**config.mk**
```make
export PLATFORM = sky130hd
export DESIGN_NAME = isx_exec
export DESIGN_NICKNAME = d
export VERILOG_FILES = /design/src/rtl/isx_pkg.sv /design/src/rtl/isx_exec.sv /design/src/rtl/isx_phase_gen.sv
export SDC_FILE = /design/constraint.sdc
export NUM_CORES = 1
export LEC_CHECK = 0
export BUFFER_PORTS_ARGS = -buffer_cell sky130_fd_sc_hd__buf_2
export CORE_MARGIN = 3
export CORE_UTILIZATION = 53
export CTS_CLUSTER_DIAMETER = 150
export DETAILED_ROUTE_END_ITERATION = 16
export GPL_TIMING_DRIVEN = 0
export PLACE_DENSITY = 0.84
export SLEW_MARGIN = 10
export SYNTH_ARGS = -nofsm -noshare
export SYNTH_HDL_FRONTEND = slang
export SYNTH_SLANG_ARGS = --single-unit
```
**constraint.sdc**
```tcl
create_clock -name I_CLK -period 3.19 [get_ports I_CLK]
set_clock_uncertainty 0.1 [all_clocks]
set_input_delay 0.4785 -clock I_CLK [delete_from_list [all_inputs] [get_ports I_CLK]]
set_output_delay 0.4785 -clock I_CLK [all_outputs]
set_load 0.02 [all_outputs]
```
**src/rtl/isx_pkg.sv**
```systemverilog
// Shared constants for the increment-skip / or-literal execute block.
// Assumes a 14-bit instruction word and an 8-bit data path.
package isx_pkg;
   // ----------------------------------------
   // Instruction word layout
   // ----------------------------------------
   localparam int INSN_W = 14;
   localparam int DATA_W = 8;
   localparam int ADDR_W = 7;
   localparam int CLS_HI = 13;
   localparam int CLS_LO = 12;
   localparam int OP_HI = 11;
   localparam int OP_LO = 8;
   localparam int DEST_BIT = 7;
   localparam logic [1:0] CLS_FILE = 2'h0;
   localparam logic [1:0] CLS_LIT = 2'h3;
   localparam logic [3:0] OP_INC_SKIP = 4'hF;
   localparam logic [3:0] OP_OR_LIT = 4'h8;
   // ----------------------------------------
   // Status and reset values
   // ----------------------------------------
   localparam int ZERO_BIT = 2;
   localparam logic [7:0] ACC_RST = 8'h00;
   localparam logic ZERO_RST = 1'b0;
   // ----------------------------------------
   // Quarter phase sequencer
   // ----------------------------------------
   localparam int PHASES = 4;
   typedef enum logic [3:0] {
      ISX_PH_FIRST = 4'h1,
      ISX_PH_SECOND = 4'h2,
      ISX_PH_THIRD = 4'h4,
      ISX_PH_FOURTH = 4'h8
   } isx_phase_t;
endpackage : isx_pkg

```
**src/rtl/isx_exec.sv**
```systemverilog
// Execute stage for increment-skip-if-zero and or-literal-into-accumulator.
// Assumes the fetch unit holds I_INSN stable for a whole instruction cycle
// and the register file answers I_FILE_RDATA in the cycle after O_FILE_RE.
//
// Overview of operation
// - Increment-skip is word 00_1111_d_fffffff, d selects destination, f the 7-bit address.
// - Increment-skip adds one to the register, writes the accumulator if d=0 or the register if d=1, flags unchanged.
// - A zero increment result turns the next instruction into a no-op, making two cycles; otherwise one.
// - Increment-skip decodes in phase one, reads in two, captures the operand in three, computes and writes in four.
// - Or-literal is word 11_1000_kkkkkkkk with an 8-bit literal.
// - Or-literal ORs the literal into the accumulator and updates the zero flag from the result.
// - Or-literal takes one cycle: decodes in phase one, captures the literal in three, computes and writes the accumulator in four.
// - The zero flag (status bit 2) is set on a zero result and cleared on a nonzero one.
`timescale 1ns/10ps
module isx_exec (
   input wire logic I_CLK,
   input wire logic I_RESET_N,
   input wire logic [13:0] I_INSN,
   input wire logic [7:0] I_FILE_RDATA,
   output logic [3:0] O_PHASE,
   output logic O_FILE_RE,
   output logic [6:0] O_FILE_ADDR,
   output logic O_FILE_WE,
   output logic [7:0] O_FILE_WDATA,
   output logic [7:0] O_ACC,
   output logic O_ZERO,
   output logic O_SKIP,
   output logic O_CYCLE_END
);
   // ----------------------------------------
   // Phase and decode
   // ----------------------------------------
   isx_pkg::isx_phase_t phase;
   logic is_inc_r, is_or_r, dest_r, skip_r, skip_nxt;
   logic [6:0] addr_r;
   logic [7:0] lit_r, opnd_r, res_r, acc_r;
   logic zero_r;

   isx_phase_gen u_phase (
      .i_clk(I_CLK),
      .i_reset_n(I_RESET_N),
      .o_phase(phase)
   );

   // Latch decode in phase one; a skipped slot decodes as nothing
   always_ff @(posedge I_CLK or negedge I_RESET_N) begin
      if (!I_RESET_N) begin
         is_inc_r <= 1'b0;
         is_or_r <= 1'b0;
         dest_r <= 1'b0;
         addr_r <= 7'h00;
         lit_r <= 8'h00;
      end else if (phase == isx_pkg::ISX_PH_FIRST) begin
         is_inc_r <= !skip_r && I_INSN[isx_pkg::CLS_HI:isx_pkg::CLS_LO] == isx_pkg::CLS_FILE
                     && I_INSN[isx_pkg::OP_HI:isx_pkg::OP_LO] == isx_pkg::OP_INC_SKIP;
         is_or_r <= !skip_r && I_INSN[isx_pkg::CLS_HI:isx_pkg::CLS_LO] == isx_pkg::CLS_LIT
                    && I_INSN[isx_pkg::OP_HI:isx_pkg::OP_LO] == isx_pkg::OP_OR_LIT;
         dest_r <= I_INSN[isx_pkg::DEST_BIT];
         addr_r <= I_INSN[isx_pkg::ADDR_W-1:0];
         lit_r <= I_INSN[isx_pkg::DATA_W-1:0];
      end
   end

   // ----------------------------------------
   // Operand read (phase two)
   // ----------------------------------------
   // Register file is strobed in phase two and answers by phase three
   assign O_FILE_RE = (phase == isx_pkg::ISX_PH_SECOND) && is_inc_r;
   assign O_FILE_ADDR = addr_r;

   // Capture operand at phase three: register data or the literal
   always_ff @(posedge I_CLK or negedge I_RESET_N) begin
      if (!I_RESET_N) begin
         opnd_r <= 8'h00;
      end else if (phase == isx_pkg::ISX_PH_THIRD) begin
         opnd_r <= is_inc_r ? I_FILE_RDATA : lit_r;
      end
   end

   // ----------------------------------------
   // Process (phase four)
   // ----------------------------------------
   // Result is formed in phase four from the captured operand
   always_comb begin
      res_r = 8'h00;
      if (is_inc_r) begin
         res_r = opnd_r + 8'h01;
      end else if (is_or_r) begin
         res_r = acc_r | opnd_r;
      end
   end

   // ----------------------------------------
   // Write back (phase four)
   // ----------------------------------------
   // Accumulator: or-literal always, increment only when d is 0
   always_ff @(posedge I_CLK or negedge I_RESET_N) begin
      if (!I_RESET_N) begin
         acc_r <= isx_pkg::ACC_RST;
      end else if (phase == isx_pkg::ISX_PH_FOURTH && (is_or_r || (is_inc_r && !dest_r))) begin
         acc_r <= res_r;
      end
   end

   // Zero flag touched only by or-literal; increment leaves flags alone
   always_ff @(posedge I_CLK or negedge I_RESET_N) begin
      if (!I_RESET_N) begin
         zero_r <= isx_pkg::ZERO_RST;
      end else if (phase == isx_pkg::ISX_PH_FOURTH && is_or_r) begin
         zero_r <= (res_r == 8'h00);
      end
   end

   // File write is a phase-four strobe for d=1
   assign O_FILE_WE = (phase == isx_pkg::ISX_PH_FOURTH) && is_inc_r && dest_r;
   assign O_FILE_WDATA = res_r;

   // ----------------------------------------
   // Skip control
   // ----------------------------------------
   // Arm skip at phase four on a zero increment; one skip slot only,
   // so a skipped increment can never chain a second skip
   assign skip_nxt = is_inc_r && (res_r == 8'h00);
   always_ff @(posedge I_CLK or negedge I_RESET_N) begin
      if (!I_RESET_N) begin
         skip_r <= 1'b0;
      end else if (phase == isx_pkg::ISX_PH_FOURTH) begin
         skip_r <= skip_nxt;
      end
   end

   assign O_PHASE = phase;
   assign O_ACC = acc_r;
   assign O_ZERO = zero_r;
   assign O_SKIP = skip_r;
   assign O_CYCLE_END = (phase == isx_pkg::ISX_PH_FOURTH);

   // ----------------------------------------
   // Checks
   // ----------------------------------------
   // Read strobe sits in phase two, so the write lands two clocks later
   read_phase_a: assert property (@(posedge I_CLK) disable iff (!I_RESET_N)
      O_FILE_RE |-> phase == isx_pkg::ISX_PH_SECOND ##2 phase == isx_pkg::ISX_PH_FOURTH)
      else $error("file read outside phase two");
   write_phase_a: assert property (@(posedge I_CLK) disable iff (!I_RESET_N)
      O_FILE_WE |-> phase == isx_pkg::ISX_PH_FOURTH && O_FILE_WDATA == opnd_r + 8'h01)
      else $error("file write wrong phase or value");
   inc_acc_a: assert property (@(posedge I_CLK) disable iff (!I_RESET_N)
      (O_CYCLE_END && is_inc_r && !dest_r) |=> O_ACC == $past(opnd_r) + 8'h01)
      else $error("increment did not reach accumulator");
   inc_flags_a: assert property (@(posedge I_CLK) disable iff (!I_RESET_N)
      (O_CYCLE_END && is_inc_r) |=> $stable(O_ZERO))
      else $error("increment changed zero flag");
   skip_arm_a: assert property (@(posedge I_CLK) disable iff (!I_RESET_N)
      (O_CYCLE_END && is_inc_r) |=> O_SKIP == ($past(res_r) == 8'h00))
      else $error("skip not armed from zero result");
   skip_slot_a: assert property (@(posedge I_CLK) disable iff (!I_RESET_N)
      (O_SKIP && phase == isx_pkg::ISX_PH_FIRST) |=> !is_inc_r && !is_or_r && !O_FILE_RE ##2 !O_FILE_WE)
      else $error("skipped slot executed");
   or_result_a: assert property (@(posedge I_CLK) disable iff (!I_RESET_N)
      (O_CYCLE_END && is_or_r) |=> O_ACC == ($past(acc_r) | $past(opnd_r)))
      else $error("or-literal result wrong");
   or_lit_phase_a: assert property (@(posedge I_CLK) disable iff (!I_RESET_N)
      (phase == isx_pkg::ISX_PH_THIRD && is_or_r) |=> opnd_r == $past(lit_r) && O_CYCLE_END)
      else $error("literal not taken in phase three");
   zero_flag_a: assert property (@(posedge I_CLK) disable iff (!I_RESET_N)
      (O_CYCLE_END && is_or_r) |=> O_ZERO == (O_ACC == 8'h00))
      else $error("zero flag disagrees with result");
   decode_a: assert property (@(posedge I_CLK) disable iff (!I_RESET_N)
      (phase == isx_pkg::ISX_PH_FIRST && !O_SKIP && I_INSN[13:8] == 6'h0F) |=> is_inc_r && addr_r == $past(I_INSN[6:0]))
      else $error("increment-skip not decoded");
   or_decode_a: assert property (@(posedge I_CLK) disable iff (!I_RESET_N)
      (phase == isx_pkg::ISX_PH_FIRST && !O_SKIP && I_INSN[13:8] == 6'h38) |=> is_or_r)
      else $error("or-literal not decoded");

   // ----------------------------------------
   // Sequencer and side-effect checks
   // ----------------------------------------
   // A stuck or doubled phase bit would silently stretch the instruction cycle
   phase_onehot_a: assert property (@(posedge I_CLK) disable iff (!I_RESET_N)
      $onehot(phase))
      else $error("phase not one-hot");

   // Every instruction is exactly four clocks, phase four wraps to one
   phase_wrap_a: assert property (@(posedge I_CLK) disable iff (!I_RESET_N)
      phase == isx_pkg::ISX_PH_FOURTH |=> phase == isx_pkg::ISX_PH_FIRST)
      else $error("phase did not wrap");

   // Or-literal works on the accumulator alone; the register file stays quiet
   or_no_file_a: assert property (@(posedge I_CLK) disable iff (!I_RESET_N)
      is_or_r |-> !O_FILE_RE && !O_FILE_WE)
      else $error("or-literal touched register file");

   // With d set the result goes to the register, never the accumulator
   inc_to_reg_a: assert property (@(posedge I_CLK) disable iff (!I_RESET_N)
      (O_CYCLE_END && is_inc_r && dest_r) |=> $stable(O_ACC))
      else $error("register increment changed accumulator");

   // The discarded slot keeps skip high for its whole four clocks
   skip_hold_a: assert property (@(posedge I_CLK) disable iff (!I_RESET_N)
      (O_SKIP && phase == isx_pkg::ISX_PH_FIRST) |-> ##3 O_SKIP)
      else $error("skip dropped inside slot");

   // Only one slot is discarded; the no-op slot cannot rearm it
   skip_once_a: assert property (@(posedge I_CLK) disable iff (!I_RESET_N)
      (O_SKIP && O_CYCLE_END) |=> !O_SKIP)
      else $error("skip lasted more than one slot");

   // Zero flag moves only on or-literal; other slots leave it alone
   zero_hold_a: assert property (@(posedge I_CLK) disable iff (!I_RESET_N)
      (O_CYCLE_END && !is_or_r) |=> $stable(O_ZERO))
      else $error("zero flag changed without logic result");

   // Undecoded words are no-ops and must leave the accumulator unchanged
   acc_idle_a: assert property (@(posedge I_CLK) disable iff (!I_RESET_N)
      (O_CYCLE_END && !is_or_r && !is_inc_r) |=> $stable(O_ACC))
      else $error("no-op slot changed accumulator");

   // Strobes are single-clock pulses so the file sees one access each
   read_pulse_a: assert property (@(posedge I_CLK) disable iff (!I_RESET_N)
      O_FILE_RE |=> !O_FILE_RE)
      else $error("read strobe longer than one clock");
   write_pulse_a: assert property (@(posedge I_CLK) disable iff (!I_RESET_N)
      O_FILE_WE |=> !O_FILE_WE)
      else $error("write strobe longer than one clock");
endmodule : isx_exec

```
**src/rtl/isx_phase_gen.sv**
```systemverilog
// Quarter phase sequencer: one instruction cycle is four clocks.
// Assumes a free-running clock; each phase lasts one clock.
`timescale 1ns/10ps
module isx_phase_gen (
   input wire logic i_clk,
   input wire logic i_reset_n,
   output isx_pkg::isx_phase_t o_phase
);
   // ----------------------------------------
   // Phase rotation
   // ----------------------------------------
   isx_pkg::isx_phase_t phase_r;

   // Rotate one-hot phase each clock
   always_ff @(posedge i_clk or negedge i_reset_n) begin
      if (!i_reset_n) begin
         phase_r <= isx_pkg::ISX_PH_FIRST;
      end else begin
         case (phase_r)
            isx_pkg::ISX_PH_FIRST: phase_r <= isx_pkg::ISX_PH_SECOND;
            isx_pkg::ISX_PH_SECOND: phase_r <= isx_pkg::ISX_PH_THIRD;
            isx_pkg::ISX_PH_THIRD: phase_r <= isx_pkg::ISX_PH_FOURTH;
            isx_pkg::ISX_PH_FOURTH: phase_r <= isx_pkg::ISX_PH_FIRST;
            default: phase_r <= isx_pkg::ISX_PH_FIRST;
         endcase
      end
   end

   assign o_phase = phase_r;
endmodule : isx_phase_gen

```
==> summary.md, run 1 <==
| Metric | Value |
|---|---|
| Seq/Total Area, Yosys | 48.6% |
| Worst path required time | 2.61 ns |
| CTS sink count | 32 |
| Pin count of the biggest net entering global routing | 33 |
| Vias in the first global route | 1335 |
| Number of synthesized register bits | 32 |
| Min-Delay Path Class | in -> async |
| Mapped Cells | 148 |
| Routed length per instance | 15.1 µm |
| Row cnt | 19 |
| NumNets Final | 235 |
| Post-placement cell area | 1970 µm² |
| Fin crit period | 2.39 ns |
| Layout cells sized above 1 | 39.8% |
| Fillers | 244 |
| H-tree depth | 2 |
| First-pass GRT wire length | 5930 µm |
| Core area | 2850 µm² |
| Effective utilization at floorplan | 57.9% |
| CTS resizes | 0 |
| Setup CP Type | reg -> out |
| # setup viols final | 0 |
| Clk buf depth | 2 |
| Max transition margin | 53.8% |
| Via count | 1338 |
| Synth top area cells | dfrtp_1 (47%), mux2i_1 (5.5%), nor4b_4 (4.3%) |
| Post-DP HPWL | 2810 µm |
| Ports | 56 |
| Synthesized area | 1650 µm² |
| DRC Markers | 0 |
| Ant diodes | 0 |
| Vias per cell | 5.53 |
| Max-Cap Viols | 0 |
| Drt first pass iters | 4 |
| Worst Max-Slew Pin Slew | 0.693 ns |
| Area Growth Syn to Fin | 23.2% |
| Mean area per synthesized cell | 11.2 µm² |
| CTS tree | done |
| Syn_nets | 173 |
| Total gr overflow | 0 |
| CP startpoint | opnd_r[0] |
| Initial DRC count | 60 |
| LEAKAGE | 1.03 nW |
| Die X | 61.8 µm |
| RSZ-0062 raised after global routing | false |
| RePlAce Congestion | 0.846 |
| Synth Warn # | 0 |
| Clock slew at reported path FFs | 0.10 ns |
| Setup bufs post-CTS | 0 |
| Power Dens Cells | 380 nW/µm² |
| Total GRT Usage | 21.2% |
| CP startpoint kind | flop |
| Commonest non-fill, non-tap cells in the layout | buf_2 (58), dfrtp_1 (31), nor2_1 (17), a21oi_1 (10) |
| PortBufs | 55 |
| Die Ht | 61.8 µm |
| Most common cell after layout, fill and taps aside | buf_2 |
| Max IR drop VDD | 0.271 mV |
| Post-Route WL | 3670 µm |
| Worst Setup End Kind | output pin |
| Final slew viol count | 0 |
| Hold_buf cts | 0 |
| Critical R2R Launch | opnd_r[0] |
| Clock latency at the later pin of the worst-skew pair | 0.33 ns |
| CP arrival | 1.81 ns |
| Initial antenna violation count | 0 |
| Detail Route Antenna Nets | 0 |
| TritonCTS buffer count | 5 |
| CTS Root Cell | clkbuf_4 |
| CP max FO | 8 |
| Tcrit/Tclk final | 74.9% |
| Post-Layout Inst Area | 2030 µm² |
| Post-synth top area share | 47.0% |
| Count of final hold-check violations | 0 |
| Synth unique cells | 40 |
| Die area | 3820 µm² |
| Biggest area consumer among synthesized cells | dfrtp_1 |
| Status | finished clean |
| Setup TNS | 0 ns |
| Peak Freq | 418 MHz |
==> area by class of cell <==
cell class                      count  area [µm²]  area share, %
Buffer                              5        33.8           1.66
Inverter                            5        18.8          0.923
Tap cell                           31        38.8           1.91
Timing Repair Buffer               55         275           13.5
Sequential cell                    32         802           39.4
Clock buffer                        8        68.8           3.38
Multi-Input combinational cell    106         797           39.2
==> kinds of logic (layout without fill, tap and decap cells) <==
| group | Yosys count | count (layout) | synth area share [%] |
|---|---|---|---|
| AND/OR/NAND/NOR | 50 | 50 | 18.9 |
| flip-flops | 32 | 32 | 48.6 |
| AO/OA/AOI/OAI | 27 | 27 | 9.92 |
| multiplexers | 23 | 23 | 16.1 |
| buffers and inverters | 10 | 73 | 3.18 |
| XOR/XNOR | 5 | 5 | 2.65 |
| adder cells (fa/ha/maj) | 1 | 1 | 0.757 |
==> through the flow <==
stage          hold WS, ns  power (mW)  instances  setup WS [ns]  util, %
2_1_floorplan       0.0829       0.477        148           1.17        -
3_3_place_gp         0.369       0.511        234           1.23     68.9
3_5_place_dp         0.379       0.515        234           1.16     68.9
4_1_cts             0.0988       0.778        242          0.798     71.3
5_1_grt              0.113       0.805        242          0.665     71.3
6_report            0.0817       0.774        242          0.799     71.3
==> routing by layer <==
layer	up-vias	global-route usage (%)	wire length, µm
met5	-	0	0
met4	0	9.09	56
met3	7	4.75	211
met2	44	35.4	1770
met1	630	26.2	1630
li1	657	-	-
==> power breakdown <==
| part | internal, mW | switching, mW |
|---|---|---|
| logic | 0.0334 | 0.0402 |
| registers | 0.418 | 0.0147 |
| clock network | 0.130 | 0.137 |
==> synthesized netlist by cell type (all sizes together) <==
| cell | n |
|---|---|
| a211o | 1 |
| a21o | 1 |
| a21oi | 10 |
| a31oi | 1 |
| and2 | 1 |
| and3 | 2 |
| and4 | 1 |
| and4b | 1 |
| buf | 5 |
| dfrtp | 31 |
| dfstp | 1 |
| ha | 1 |
| inv | 5 |
| mux2 | 13 |
| mux2i | 10 |
| nand2 | 10 |
| nand2b | 2 |
| nand3 | 3 |
| nand4 | 3 |
| nand4b | 1 |
| nor2 | 17 |
| nor3 | 2 |
| nor4b | 5 |
| nor4bb | 1 |
| o21ai | 10 |
| o22ai | 1 |
| o2bb2ai | 1 |
| o31ai | 2 |
| or2 | 1 |
| xnor2 | 4 |
| xor2 | 1 |
==> final timing paths <==
check / to / slack, ns / depth (start not counted)
hold / removal: opnd_r[1] / 0.08 / 1
setup / recovery: O_FILE_WDATA[6] / 0.80 / 5
min in group I_CLK: lit_r[6] / 0.26 / 2
hold reg to reg: O_ZERO / 0.40 / 2
setup reg to reg: O_SKIP / 1.28 / 6
max in group asynchronous: O_FILE_ADDR[2] / 2.46 / 1
==> flip-flops by register name, indices dropped and copies added (netlist names) <==
| register | cells |
|---|---|
| O_ACC | 8 |
| O_FILE_ADDR | 6 |
| O_SKIP | 1 |
| O_ZERO | 1 |
| dest_r | 1 |
| is_inc_r | 1 |
| is_or_r | 1 |
| lit_r | 1 |
| opnd_r | 8 |
| u_phase.o_phase | 4 |
==> critical path, cell delays in order, from the launching register on <==
cell	delay (ns)
dfrtp_1	0.51
ha_1	0.26
nand2_1	0.08
xor2_1	0.15
mux2i_2	0.25
buf_2	0.22
(Power assumes the default switching activity.)
==> inputs of run 2 (changes only) <==
Settings changed: CORE_UTILIZATION 53 to 45, PLACE_DENSITY 0.84 to 0.76.
Clock period 3.19 ns to 2 ns, I/O delays scaled along.
==> run 2 against run 1 <==
Effect of this change: global-route usage down 2.4 points; flip-flop and latch count unchanged; sequential share of layout area down 3.3 points; non-clock buffer count up 14; setup slack worse by 0.75 ns; cell area up 10%.
==> summary.md, run 2 (synthesis results as in run 1) <==
| Metric | Value |
|---|---|
| Placed cell count | 249 |
| Die X | 66.6 µm |
| Row cnt | 21 |
| Clock latency at the later pin of the worst-skew pair | 0.28 ns |
| LEAKAGE | 1.11 nW |
| RSZ-0062 raised after global routing | true |
| Ant diodes | 0 |
| Fillers | 311 |
| DRC Markers | 0 |
| Post-Route WL | 3750 µm |
| Vias per cell | 5.18 |
| CTS tree | done |
| Most common cell after layout, fill and taps aside | buf_2 |
| Initial antenna violation count | 0 |
| Via count | 1403 |
| Detail Route Antenna Nets | 0 |
| First-pass GRT wire length | 6300 µm |
| Peak per-stage delay on the critical path | 0.39 ns |
| Clk buf depth | 2 |
| Commonest non-fill, non-tap cells in the layout | buf_2 (53), dfrtp_1 (27), nor2_1 (17), buf_4 (17) |
| Final Non-Filler Cells | 271 |
| Count of final hold-check violations | 0 |
| Fin crit period | 1.96 ns |
| Tcrit/Tclk final | 97.8% |
| Post-DP HPWL | 2740 µm |
| # setup viols final | 0 |
| TritonCTS buffer count | 5 |
| Worst path required time | 1.60 ns |
| Layout cells sized above 1 | 46.7% |
| Setup CP Type | reg -> out |
| Total GRT Usage | 18.8% |
| Min-Delay Path Class | in -> reg |
| Status | finished clean |
| CTS sink count | 32 |
| CP startpoint kind | flop |
| Effective utilization at floorplan | 48.0% |
| Worst Max-Slew Pin Slew | 0.700 ns |
| Max IR drop VDD | 0.353 mV |
| Initial DRC count | 73 |
| Final slew viol count | 0 |
| Drt first pass iters | 4 |
| CP max FO | 4 |
| Post-layout util | 65.0% |
| NumNets Final | 249 |
| Worst Setup End Kind | output pin |
| Total gr overflow | 0 |
| Ports | 56 |
| Setup TNS | 0 ns |
| Max-Cap Viols | 0 |
| Setup slack after layout | 0.0446 ns |
| Power Dens Cells | 602 nW/µm² |
| CP max stage cell | dfrtp_2 |
| Area Growth Syn to Fin | 35.5% |
| Max transition margin | 53.3% |
| Die Ht | 66.6 µm |
| CTS Root Cell | clkbuf_8 |
| RePlAce Congestion | 0.816 |
| Clock slew at reported path FFs | 0.07 ns |
| Core area | 3440 µm² |
| Peak Freq | 511 MHz |
| Pin count of the biggest net entering global routing | 33 |
| CP delay by family, top | flip-flops |
| CP Cell Sequence | and4_1 -> nand4_1 -> xnor2_2 -> a21o_1 -> buf_6 |
| PortBufs | 55 |
| Min Hold Slack | 0.128 ns |
| H-tree depth | 2 |
| Pre-CTS WS | 0.119 ns |
| CP arrival | 1.56 ns |
| Vias in the first global route | 1412 |
| Routed length per instance | 13.8 µm |
| Die area | 4430 µm² |
| Worst path bufs/invs | 1 |
## run 2: changes by cell type in the layout (fill, tap and decap cells not counted), moves of 4 or more
cell,change
buf_2,-5
dfrtp_2,+4
clkbuf_4,-4
clkbuf_8,+4
buf_4,+16
dfrtp_1,-4
## run 2: final timing paths
check                                        start         endpoint  slack (ns)  depth (start not counted)
max in group asynchronous                I_RESET_N        opnd_r[0]        0.80                          2
worst min register to register              O_ZERO           O_ZERO        0.38                          2
worst max register to register  u_phase.o_phase[0]   O_FILE_ADDR[5]        0.15                          3
worst min-delay path                     I_INSN[6]         lit_r[6]        0.13                          2
min in group asynchronous                I_RESET_N           O_ZERO        0.50                          2
worst max-delay path                     opnd_r[2]  O_FILE_WDATA[7]        0.04                          5
## run 2: repair_timing
| action | CTS | global route |
|---|---|---|
| endpoints found under the hold margin | 31 | 0 |
| resized for setup | 10 | 6 |
| endpoints found under the setup margin | 6 | 8 |
| buffers inserted | 6 | 7 |
| hold buffers | 1 | 0 |
| pin swaps | 1 | 5 |
## run 2: layout make-up
class	instances	area (µm²)	share of cell area (%)
Multi-Input combinational cell	106	827	37.0
Sequential cell	32	807	36.1
Timing Repair Buffer	69	394	17.6
Clock buffer	7	86.3	3.86
Tap cell	46	57.6	2.57
Buffer	5	38.8	1.73
Inverter	5	18.8	0.839
Clock inverter	1	7.51	0.336
## run 2: power by group
part / internal (mW) / switching, mW / total [mW]
clock: 0.279 / 0.237 / 0.517
combinational: 0.0682 / 0.0713 / 0.139
sequential: 0.669 / 0.0206 / 0.690
total: 1.02 / 0.329 / 1.35
## run 2: routing by layer
metal	up-vias	global-route usage [%]	wire [µm]
li1	681	-	-
met1	669	22.8	1660
met2	48	30.8	1790
met3	5	5.23	263
met4	0	8.12	39
met5	-	0	0
## run 2: metrics by stage
step	power, mW	cell area [µm²]
detailed placement	0.821	1980
global placement	0.817	1980
global route	1.41	2240
floorplan	0.761	1650
finish	1.35	2240
CTS	1.35	2170
